==> config.mk <==
export PLATFORM = sky130hd
export DESIGN_NAME = scpc_top
export DESIGN_NICKNAME = d
export VERILOG_FILES = /design/src/common/scpc_pkg.sv /design/src/logic/scpc_top.sv
export SDC_FILE = /design/constraint.sdc
export NUM_CORES = 1
export LEC_CHECK = 0
export BUFFER_PORTS_ARGS = -buffer_cell sky130_fd_sc_hd__buf_2
export CAP_MARGIN = 20
export CORE_MARGIN = 2
export CORE_UTILIZATION = 35
export CTS_BUF_LIST = sky130_fd_sc_hd__clkbuf_16
export DETAILED_ROUTE_END_ITERATION = 16
export GPL_ROUTABILITY_DRIVEN = 1
export HOLD_SLACK_MARGIN = 0.05
export SYNTH_ARGS = -nofsm -noshare
export SYNTH_HDL_FRONTEND = slang
export SYNTH_SLANG_ARGS = --single-unit
==> constraint.sdc <==
create_clock -name clock -period 16.5 [get_ports clock]
set_input_delay 1.65 -clock clock [delete_from_list [all_inputs] [get_ports clock]]
set_output_delay 1.65 -clock clock [all_outputs]
set_load 0.005 [all_outputs]
==> src/common/scpc_pkg.sv <==
// Shared constants and carrier types for the solenoid channel protection control
package scpc_pkg;
  localparam int CLOCK_MHZ = 200;
  // Glitch filter on the overvoltage trip, nanoseconds
  localparam int OV_FILTER_NS = 6500;
  localparam int OV_FILTER_CYC = (OV_FILTER_NS * CLOCK_MHZ) / 1000;
  // Short sense time, microseconds (typical)
  localparam int SENSE_US = 60;
  localparam int SENSE_CYC = SENSE_US * CLOCK_MHZ;
  // Refresh off time, milliseconds (typical)
  localparam int REFRESH_MS = 14;
  localparam int REFRESH_CYC = REFRESH_MS * 1000 * CLOCK_MHZ;
  // Blanking after off-to-on, nanoseconds
  localparam int BLANK_NS = 5000;
  localparam int BLANK_CYC = (BLANK_NS * CLOCK_MHZ) / 1000;
  // Commanded current code equal to 50 mA
  localparam logic [9:0] MIN_CURRENT_CODE = 10'h033;
  localparam logic [1:0] SLEW_RESET = 2'h0;
  localparam logic [9:0] CURRENT_RESET = 10'h000;

  typedef struct packed {
    logic [9:0] current;
    logic [1:0] slew;
  } scpc_setting_t;

  typedef enum logic [1:0] {
    SCPC_RUN,
    SCPC_SENSE,
    SCPC_REFRESH
  } scpc_state_t;
endpackage

==> src/logic/scpc_top.sv <==
// Overvoltage and per-channel overcurrent protection with output control
//
// Summary of operation
// - Overvoltage acts only after 6.5 us filter.
// - Filtered overvoltage turns off both channels.
// - Commands accepted, outputs held off meanwhile.
// - Outputs resume automatically when overvoltage clears.
// - Overvoltage keeps settings; dither keeps running.
// - Comparator watched only while drive on.
// - Overcurrent shutdown latches flag until read.
// - Driver off for refresh, then retries.
// - Persistent fault repeats shutdown and refresh.
// - Comparator ignored for blanking after turn-on.
// - Commands during refresh stored, applied later.
// - Protection state kept separately per channel.
// - No overcurrent detection below 50 mA.
// - Slew code 0 to 3 per output.
// - Sense 60 us, refresh 14 ms typical.
// - Default input zeroes, resets, ignores, keeps flags.
`timescale 1ns/10ps
`default_nettype none
module scpc_top #(
  parameter int CHANNELS = 2,
  parameter int OV_FILTER_CYCLES = scpc_pkg::OV_FILTER_CYC,
  parameter int SENSE_CYCLES = scpc_pkg::SENSE_CYC,
  parameter int REFRESH_CYCLES = scpc_pkg::REFRESH_CYC,
  parameter int BLANK_CYCLES = scpc_pkg::BLANK_CYC
) (
  input wire logic clock,
  input wire logic rst,
  input wire logic overvoltage_trip,
  input wire logic default_mode,
  input wire logic [CHANNELS-1:0] overcurrent_compare,
  input wire logic [CHANNELS-1:0] gate_request,
  input wire logic [CHANNELS-1:0] cmd_write,
  input wire scpc_pkg::scpc_setting_t [CHANNELS-1:0] cmd_setting,
  input wire logic fault_read,
  output logic [CHANNELS-1:0] channel_drive_output,
  output scpc_pkg::scpc_setting_t [CHANNELS-1:0] active_setting,
  output logic [CHANNELS-1:0] overcurrent_fault_flag,
  output logic overvoltage_shutdown,
  output logic serial_out_enable,
  output logic [15:0] dither_count
);
  localparam int CW = 32;

  // Refused at elaboration: a zero count leaves a filter or timer with no length
  if (CHANNELS < 1 || OV_FILTER_CYCLES < 1 || SENSE_CYCLES < 1
      || REFRESH_CYCLES < 1 || BLANK_CYCLES < 1) begin : g_bad_params
    $error("scpc_top: counts and channel number must be at least one");
  end

  // ************************************************************
  // Input synchronisers
  // ************************************************************
  logic [CHANNELS+1:0] sync_a, sync_b;
  logic [CHANNELS+1:0] next_sync_a;
  logic ov_s, dflt_s;
  logic [CHANNELS-1:0] oc_s;

  always_comb begin
    next_sync_a = {default_mode, overvoltage_trip, overcurrent_compare};
  end
  always_ff @(posedge clock or posedge rst) begin
    if (rst) begin
      sync_a <= '0;
      sync_b <= '0;
    end else begin
      sync_a <= next_sync_a;
      sync_b <= sync_a;
    end
  end
  assign oc_s = sync_b[CHANNELS-1:0];
  assign ov_s = sync_b[CHANNELS];
  assign dflt_s = sync_b[CHANNELS+1];

  // ************************************************************
  // Overvoltage filter
  // ************************************************************
  logic [CW-1:0] ov_cnt, next_ov_cnt;
  logic ov_off, next_ov_off;

  always_comb begin
    next_ov_cnt = '0;
    next_ov_off = 1'b0;
    if (ov_s) begin
      next_ov_off = ov_off;
      next_ov_cnt = ov_cnt;
      if (ov_cnt >= CW'(OV_FILTER_CYCLES - 1)) begin
        next_ov_off = 1'b1;
      end else begin
        next_ov_cnt = ov_cnt + CW'(1);
      end
    end
  end
  always_ff @(posedge clock or posedge rst) begin
    if (rst) begin
      ov_cnt <= '0;
      ov_off <= 1'b0;
    end else begin
      ov_cnt <= next_ov_cnt;
      ov_off <= next_ov_off;
    end
  end

  // ************************************************************
  // Settings, dither counter, serial output enable
  // ************************************************************
  scpc_pkg::scpc_setting_t [CHANNELS-1:0] stored, next_stored;
  logic [15:0] next_dither;
  logic next_so_en;

  always_comb begin
    next_stored = stored;
    next_dither = dither_count + 16'h0001;
    next_so_en = ~dflt_s;
    for (int i = 0; i < CHANNELS; i++) begin
      if (dflt_s) begin
        next_stored[i] = '{current: scpc_pkg::CURRENT_RESET, slew: scpc_pkg::SLEW_RESET};
      end else if (cmd_write[i]) begin
        next_stored[i] = cmd_setting[i];
      end
    end
  end
  always_ff @(posedge clock or posedge rst) begin
    if (rst) begin
      for (int i = 0; i < CHANNELS; i++) begin
        stored[i] <= '{current: scpc_pkg::CURRENT_RESET, slew: scpc_pkg::SLEW_RESET};
      end
      dither_count <= 16'h0000;
      serial_out_enable <= 1'b0;
    end else begin
      stored <= next_stored;
      dither_count <= next_dither;
      serial_out_enable <= next_so_en;
    end
  end

  // ************************************************************
  // Per-channel overcurrent protection
  // ************************************************************
  scpc_pkg::scpc_state_t [CHANNELS-1:0] st, next_st;
  logic [CHANNELS-1:0][CW-1:0] cnt, next_cnt, blank, next_blank;
  logic [CHANNELS-1:0] flag, next_flag, drive, next_drive;
  scpc_pkg::scpc_setting_t [CHANNELS-1:0] act, next_act;

  always_comb begin
    next_st = st;
    next_cnt = cnt;
    next_blank = blank;
    next_flag = flag;
    next_drive = '0;
    next_act = act;
    for (int i = 0; i < CHANNELS; i++) begin
      logic gate_on, armed, trip;
      gate_on = 1'b0;
      armed = 1'b0;
      trip = 1'b0;
      // Hold new setting back during refresh
      if (st[i] != scpc_pkg::SCPC_REFRESH) begin
        next_act[i] = next_stored[i];
      end
      gate_on = gate_request[i] && !ov_off && !dflt_s && st[i] != scpc_pkg::SCPC_REFRESH
                && act[i].current != scpc_pkg::CURRENT_RESET;
      if (gate_on && !drive[i]) begin
        next_blank[i] = CW'(BLANK_CYCLES);
      end else if (blank[i] != '0) begin
        next_blank[i] = blank[i] - CW'(1);
      end
      armed = drive[i] && gate_on && blank[i] == '0 && oc_s[i]
              && act[i].current >= scpc_pkg::MIN_CURRENT_CODE;
      next_drive[i] = gate_on;
      unique case (st[i])
        scpc_pkg::SCPC_RUN: begin
          next_cnt[i] = '0;
          if (armed) begin
            next_st[i] = scpc_pkg::SCPC_SENSE;
            next_cnt[i] = CW'(1);
          end
        end
        scpc_pkg::SCPC_SENSE: begin
          if (!armed) begin
            next_st[i] = scpc_pkg::SCPC_RUN;
            next_cnt[i] = '0;
          end else if (cnt[i] >= CW'(SENSE_CYCLES)) begin
            trip = 1'b1;
            next_st[i] = scpc_pkg::SCPC_REFRESH;
            next_cnt[i] = '0;
            next_drive[i] = 1'b0;
          end else begin
            next_cnt[i] = cnt[i] + CW'(1);
          end
        end
        scpc_pkg::SCPC_REFRESH: begin
          next_drive[i] = 1'b0;
          if (cnt[i] >= CW'(REFRESH_CYCLES - 1)) begin
            next_st[i] = scpc_pkg::SCPC_RUN;
            next_cnt[i] = '0;
          end else begin
            next_cnt[i] = cnt[i] + CW'(1);
          end
        end
      endcase
      // New event beats the read clear
      if (trip) begin
        next_flag[i] = 1'b1;
      end else if (fault_read && !dflt_s) begin
        next_flag[i] = 1'b0;
      end
    end
  end
  always_ff @(posedge clock or posedge rst) begin
    if (rst) begin
      for (int i = 0; i < CHANNELS; i++) begin
        st[i] <= scpc_pkg::SCPC_RUN;
        act[i] <= '{current: scpc_pkg::CURRENT_RESET, slew: scpc_pkg::SLEW_RESET};
      end
      cnt <= '0;
      blank <= '0;
      flag <= '0;
      drive <= '0;
    end else begin
      st <= next_st;
      cnt <= next_cnt;
      blank <= next_blank;
      flag <= next_flag;
      drive <= next_drive;
      act <= next_act;
    end
  end

  assign channel_drive_output = drive;
  assign overcurrent_fault_flag = flag;
  assign active_setting = act;
  assign overvoltage_shutdown = ov_off;
endmodule // scpc_top
`default_nettype wire

# --- Yosys cells after proc, flatten, opt, wreduce, memory -nomap -nowiden ---
# Index checks and enable logic that the tools add are counted.
totals:
  regBits: 242
  in_bits: 35
  wordCells: 135
classes:
  n_addsub: 6
  magnitude_cmp: 7
  n_eq_ne: 14
  muxes: 47
  n_bitwise: 1
  reduce_logical: 37
op_table:
  columns: ["operator", "count"]
  rows:
  - ["two-way mux 32 bit", 12]
  - ["one-hot mux 32 bit (3 select lines)", 2]
  - ["adder 32 x 1 -> 32 bit (second input constant)", 3]
  - [">= comparator 32 x 14 -> 1 bit (second input constant)", 2]
  - [">= comparator 32 x 22 -> 1 bit (second input constant)", 2]
  - ["logical NOT 32 bit", 2]
  - ["nonzero test 32 bit", 2]
  - ["subtractor 32 x 1 -> 32 bit (second input constant)", 2]
  - ["two-way mux 12 bit", 4]
  - [">= comparator 32 x 11 -> 1 bit (second input constant)", 1]
  - [">= comparator 10 x 6 -> 1 bit (second input constant)", 2]
  - ["nonzero test 10 bit", 2]
  - ["logical AND 1 bit", 19]
  - ["two-way mux 1 bit", 17]
  - ["adder 16 x 1 -> 16 bit (second input constant)", 1]
  - ["two-way mux 2 bit", 8]
  - ["!= test 2 bit (second input constant)", 7]
  - ["one-hot mux 2 bit (3 select lines)", 2]
  - ["nonzero test 2 bit", 4]
  - ["!= test 3 bit (second input constant)", 2]
  - ["AND reduction 3 bit", 2]
  - ["equality test 2 x 1 -> 1 bit (second input constant)", 2]
  - ["equality test 2 bit (second input constant)", 2]
  - ["logical NOT 1 bit", 4]
  - ["other kinds (4)", 6]

# --- Longest topological paths before layout ---
depth:
  word_depth: 12
  depth_mapped: 10
  ltp_nobuf: 8

# --- Least setup slack after synthesis ---
# OpenSTA, ideal clock, no wires.
synth_path:
  path_kind: "input to register"
  startpoint: "in gate_request[1]"
  endpoint: "reg blank[63] (netlist name)"
  setup_time_ps: 139
  t_arrival_ps: 3130
  required_ps: 16361
  path_slack_ps: 13231
  path_stages: 6
  n_path_buf: 0
  path_cell_list: "or4b_4 a311oi_4 o311ai_4 nor3_1 xnor2_1 nor2_1"
synth_between:
  elab_chain_len: 6
  elab_cells_between_ends: 7
  classes_between: "1 x mux; 6 x reduce/logical"
synth_rtl:
  columns: ["item", "line", "text"]
  rows:
  - ["start: declaration", "scpc_top.sv:34", "input wire logic [CHANNELS-1:0] gate_request,"]
  - ["logical AND 1 bit * (3 in series)", "scpc_top.sv:163", "gate_on = gate_request[i] && !ov_off && !dflt_s && st[i] != scpc_pkg::SCPC_REFRESH"]
  - ["logical AND 1 bit *", "scpc_top.sv:164", "&& act[i].current != scpc_pkg::CURRENT_RESET;"]
  - ["logical AND 1 bit *", "scpc_top.sv:165", "if (gate_on && !drive[i]) begin"]
  - ["two-way mux 32 bit / nonzero test 2 bit (equally long branches)", null, null]
  - ["end signal: assignment", "scpc_top.sv:225", "blank <= next_blank;"]
  - ["end: declaration", "scpc_top.sv:143", "logic [CHANNELS-1:0][CW-1:0] cnt, next_cnt, blank, next_blank;"]
# Every way passes the cells marked *; elsewhere a longest branch is shown, timed or not.
# A chain may end at the register's enable or synchronous reset.

==> run_results.csv <==
group,metric,value,unit
clocking,postCtsSetupBuffers,0,
global_route,grt.overflow.total,0,
clocking,cts-root-buf,"clkbuf_16",
clocking,cts_max_path_buffers,3,
worst_setup_path,crit_top_cell,"buf_4",
clocking,cts_hold_buf,0,
timing,worst_pin_slew,1040,ps
worst_setup_path,end_kind,"asynchronous set/reset pin",
hold_path,min_path_type,"register to register",
timing,slew_headroom,0.303,
yosys,syn_inst,1023,
yosys,synth_edf_count,0,
run,maxCapViolCount,0,
drt,wl_per_cell,14.6,µm
clocking,cts_tree,"built",
worst_setup_path,crit_path_max_fanout,118,
global_route,grt_usage,0.139,
global_route,first_global_vias,7506,
yosys,ys_warn_count,0,
placed_design,hpwl,15.0,mm
timing,period_minus_slack,3090,ps
yosys,synthArstFlopShare,1.00,
floorplan,die_width,180,µm
yosys,synthTopCellsByCount,"dfrtp_1 (242), nor2_1 (156), nand2_1 (82)",
global_route,grt_pass1_wl,38.1,mm
yosys,synthesis.area,10900,µm²
layout,drive_gt1_frac,0.137,
worst_setup_path,cp_num_buf_inv,5,
floorplan,io_pins,81,
clocking,cts_max_level,1,
floorplan,die_y,180,µm
timing,rsz0062_at_grt,"false",
power_and_ir_drop,power.total,1340,µW
worst_setup_path,cp-start-kind,"primary input",
timing,hold_viol,0,
drt,finalWirelength,22.5,mm
yosys,synth.avg_cell_area,10.6,µm²
clocking,worstSkewPairLatency,530,ps
worst_setup_path,path_cells,"buf_2 > inv_8 > buf_4 > buf_4 > buf_16",
placed_design,gp_congestion,0.776,
clocking,cts.sinks,242,
power_and_ir_drop,powerDensity,105,nW/µm²
floorplan,fp.coreArea,30600,µm²
layout,regArea,6060,µm²
power_and_ir_drop,p_leak,0.00571,µW
floorplan,dieArea,32500,µm²
yosys,ys_ff_latch,242,
placed_design,numPortBuffers,80,
timing,period_share,0.187,
yosys,synth_top_area_frac,0.557,
drt,drtAntennaViolNets,0,
yosys,synth_area_leaders,"dfrtp_1 (56%), nor2_1 (5.4%), xnor2_1 (4.9%), xor2_1 (4.3%), nand2_1 (2.8%)",
clocking,clkTransAtPathRegs,60,ps
worst_setup_path,critical_path_class,"primary input to asynchronous set/reset pin",
drt,drtPass1Iterations,4,
timing,skew,16.7,ps
drt,vias_per_cell,4.87,
global_route,antenna_found_initial,3,
yosys,ys_seq_area_frac,0.557,
timing,setup_viol,0,
yosys,yosys.area.top_type,"dfrtp_1",
timing,fmax,0.323,GHz
layout,syn_to_final_growth,16.7,%
yosys,synth_cell_types,67,
status,status,"finished, final reports clean",
layout,filler_cell_count,3024,
timing,fin_setup_tns,0,ps
worst_setup_path,critPathArrivalTime,3790,ps
worst_setup_path,cpPeakStageDelay,610,ps
global_route,grt_max_degree,119,
drt,drtIter0Drc,378,
clocking,cts_resized,0,
floorplan,rows,64,
drt,via_count,7527,
worst_setup_path,reg2reg_slack,13470,ps
yosys,yosysMostFrequentCell,"dfrtp_1",
timing,slew_violations,0,
clocking,cts_inserted_buffers,27,
drt,drc,0,
yosys,synthFlopType,"dfrtp_1",
floorplan,start_util,0.355,
worst_setup_path,critical-path-top-delay-family,"buffers and inverters",
layout,layout.nets,1176,
layout,multi_input_area,4660,µm²
power_and_ir_drop,vdd_drop_max,66.1,µV
worst_setup_path,crit_required,17200,ps
worst_setup_path,crit_path_top_delay_cell,"buf_4",
[stage by stage]
stage                     cell area (µm²)  setup WS [ps]  utilization  hold slack, ps  cells
after floorplan                     10900           8210            -             331   1042
after CTS                           12700          12930        0.414             346   1543
after global routing                12700          13030        0.415             356   1544
after global placement              11800          12390        0.385             333   1493
final                               12700          13410        0.415             345   1545
after detailed placement            11800          12370        0.385             335   1493
[area by class of cell]
class	instances	share of cell area
multi-input cells	744	0.368
repair buffers	89	0.0385
clock buffers	27	0.0533
flip-flops and latches	242	0.478
inverters	23	0.00740
clock inverters	23	0.0164
diodes	1	0.000197
well taps	396	0.0391
[registers in the layout, indices dropped and copies added, names as in the netlist, 4 cells and up]
name and flops:
dither_count 16, sync_a 4, sync_b 4, blank 64, active_setting 24, stored 24, ov_cnt 32, st 4
cnt 64
[where the power goes]
group / internal, µW / switching (µW)
clock network: 359 / 238
registers: 619 / 27.0
logic: 37.4 / 57.4
[placed cells by master (no fill, tap or decap), types with 6 or more instances in the layout]
cell	instances
a21oi_1	17
and2_1	25
and3_1	21
and4_1	6
buf_2	80
buf_4	8
clkbuf_16	27
clkinv_1	8
conb_1	20
dfrtp_1	241
ha_1	14
inv_1	26
mux2i_1	27
nand2_1	82
nand2b_1	6
nand3_1	40
nand4_1	23
nor2_1	156
nor3_1	36
nor4_1	28
nor4b_1	6
o21ai_0	8
o21ai_1	6
o31ai_1	27
or3_1	11
xnor2_1	61
xor2_1	53
[path summary, 6_finish.rpt]
kind	start	to	cells past startpoint
max in group clock	gate_request[1]	blank[61]	8
worst max register to register	st[2]	blank[61]	9
worst max-delay path	rst	cnt[41]	5
min in group asynchronous	rst	dither_count[3]	2
worst min-delay path	sync_a[3]	sync_b[3]	0
worst min register to register	sync_a[3]	sync_b[3]	0
[routing by layer]
| layer | GRT usage | part of all wire |
|---|---|---|
| met5 | 0 | 0.00049 |
| met4 | 0.0400 | 0.028 |
| met3 | 0.0232 | 0.033 |
| met2 | 0.225 | 0.46 |
| met1 | 0.193 | 0.48 |
[cell families (layout without fill, tap and decap cells)]
logic type	count (synthesis)	in the layout	synth area share
flip-flops	242	242	0.557
buffers and inverters	56	162	0.0204
AND/OR/NAND/NOR	481	481	0.229
adder cells (fa/ha/maj)	14	14	0.0161
multiplexers	29	29	0.0269
AO/OA/AOI/OAI	86	86	0.0584
other	1	21	0.000345
XOR/XNOR	114	114	0.0919
(Power assumes the default switching activity.)
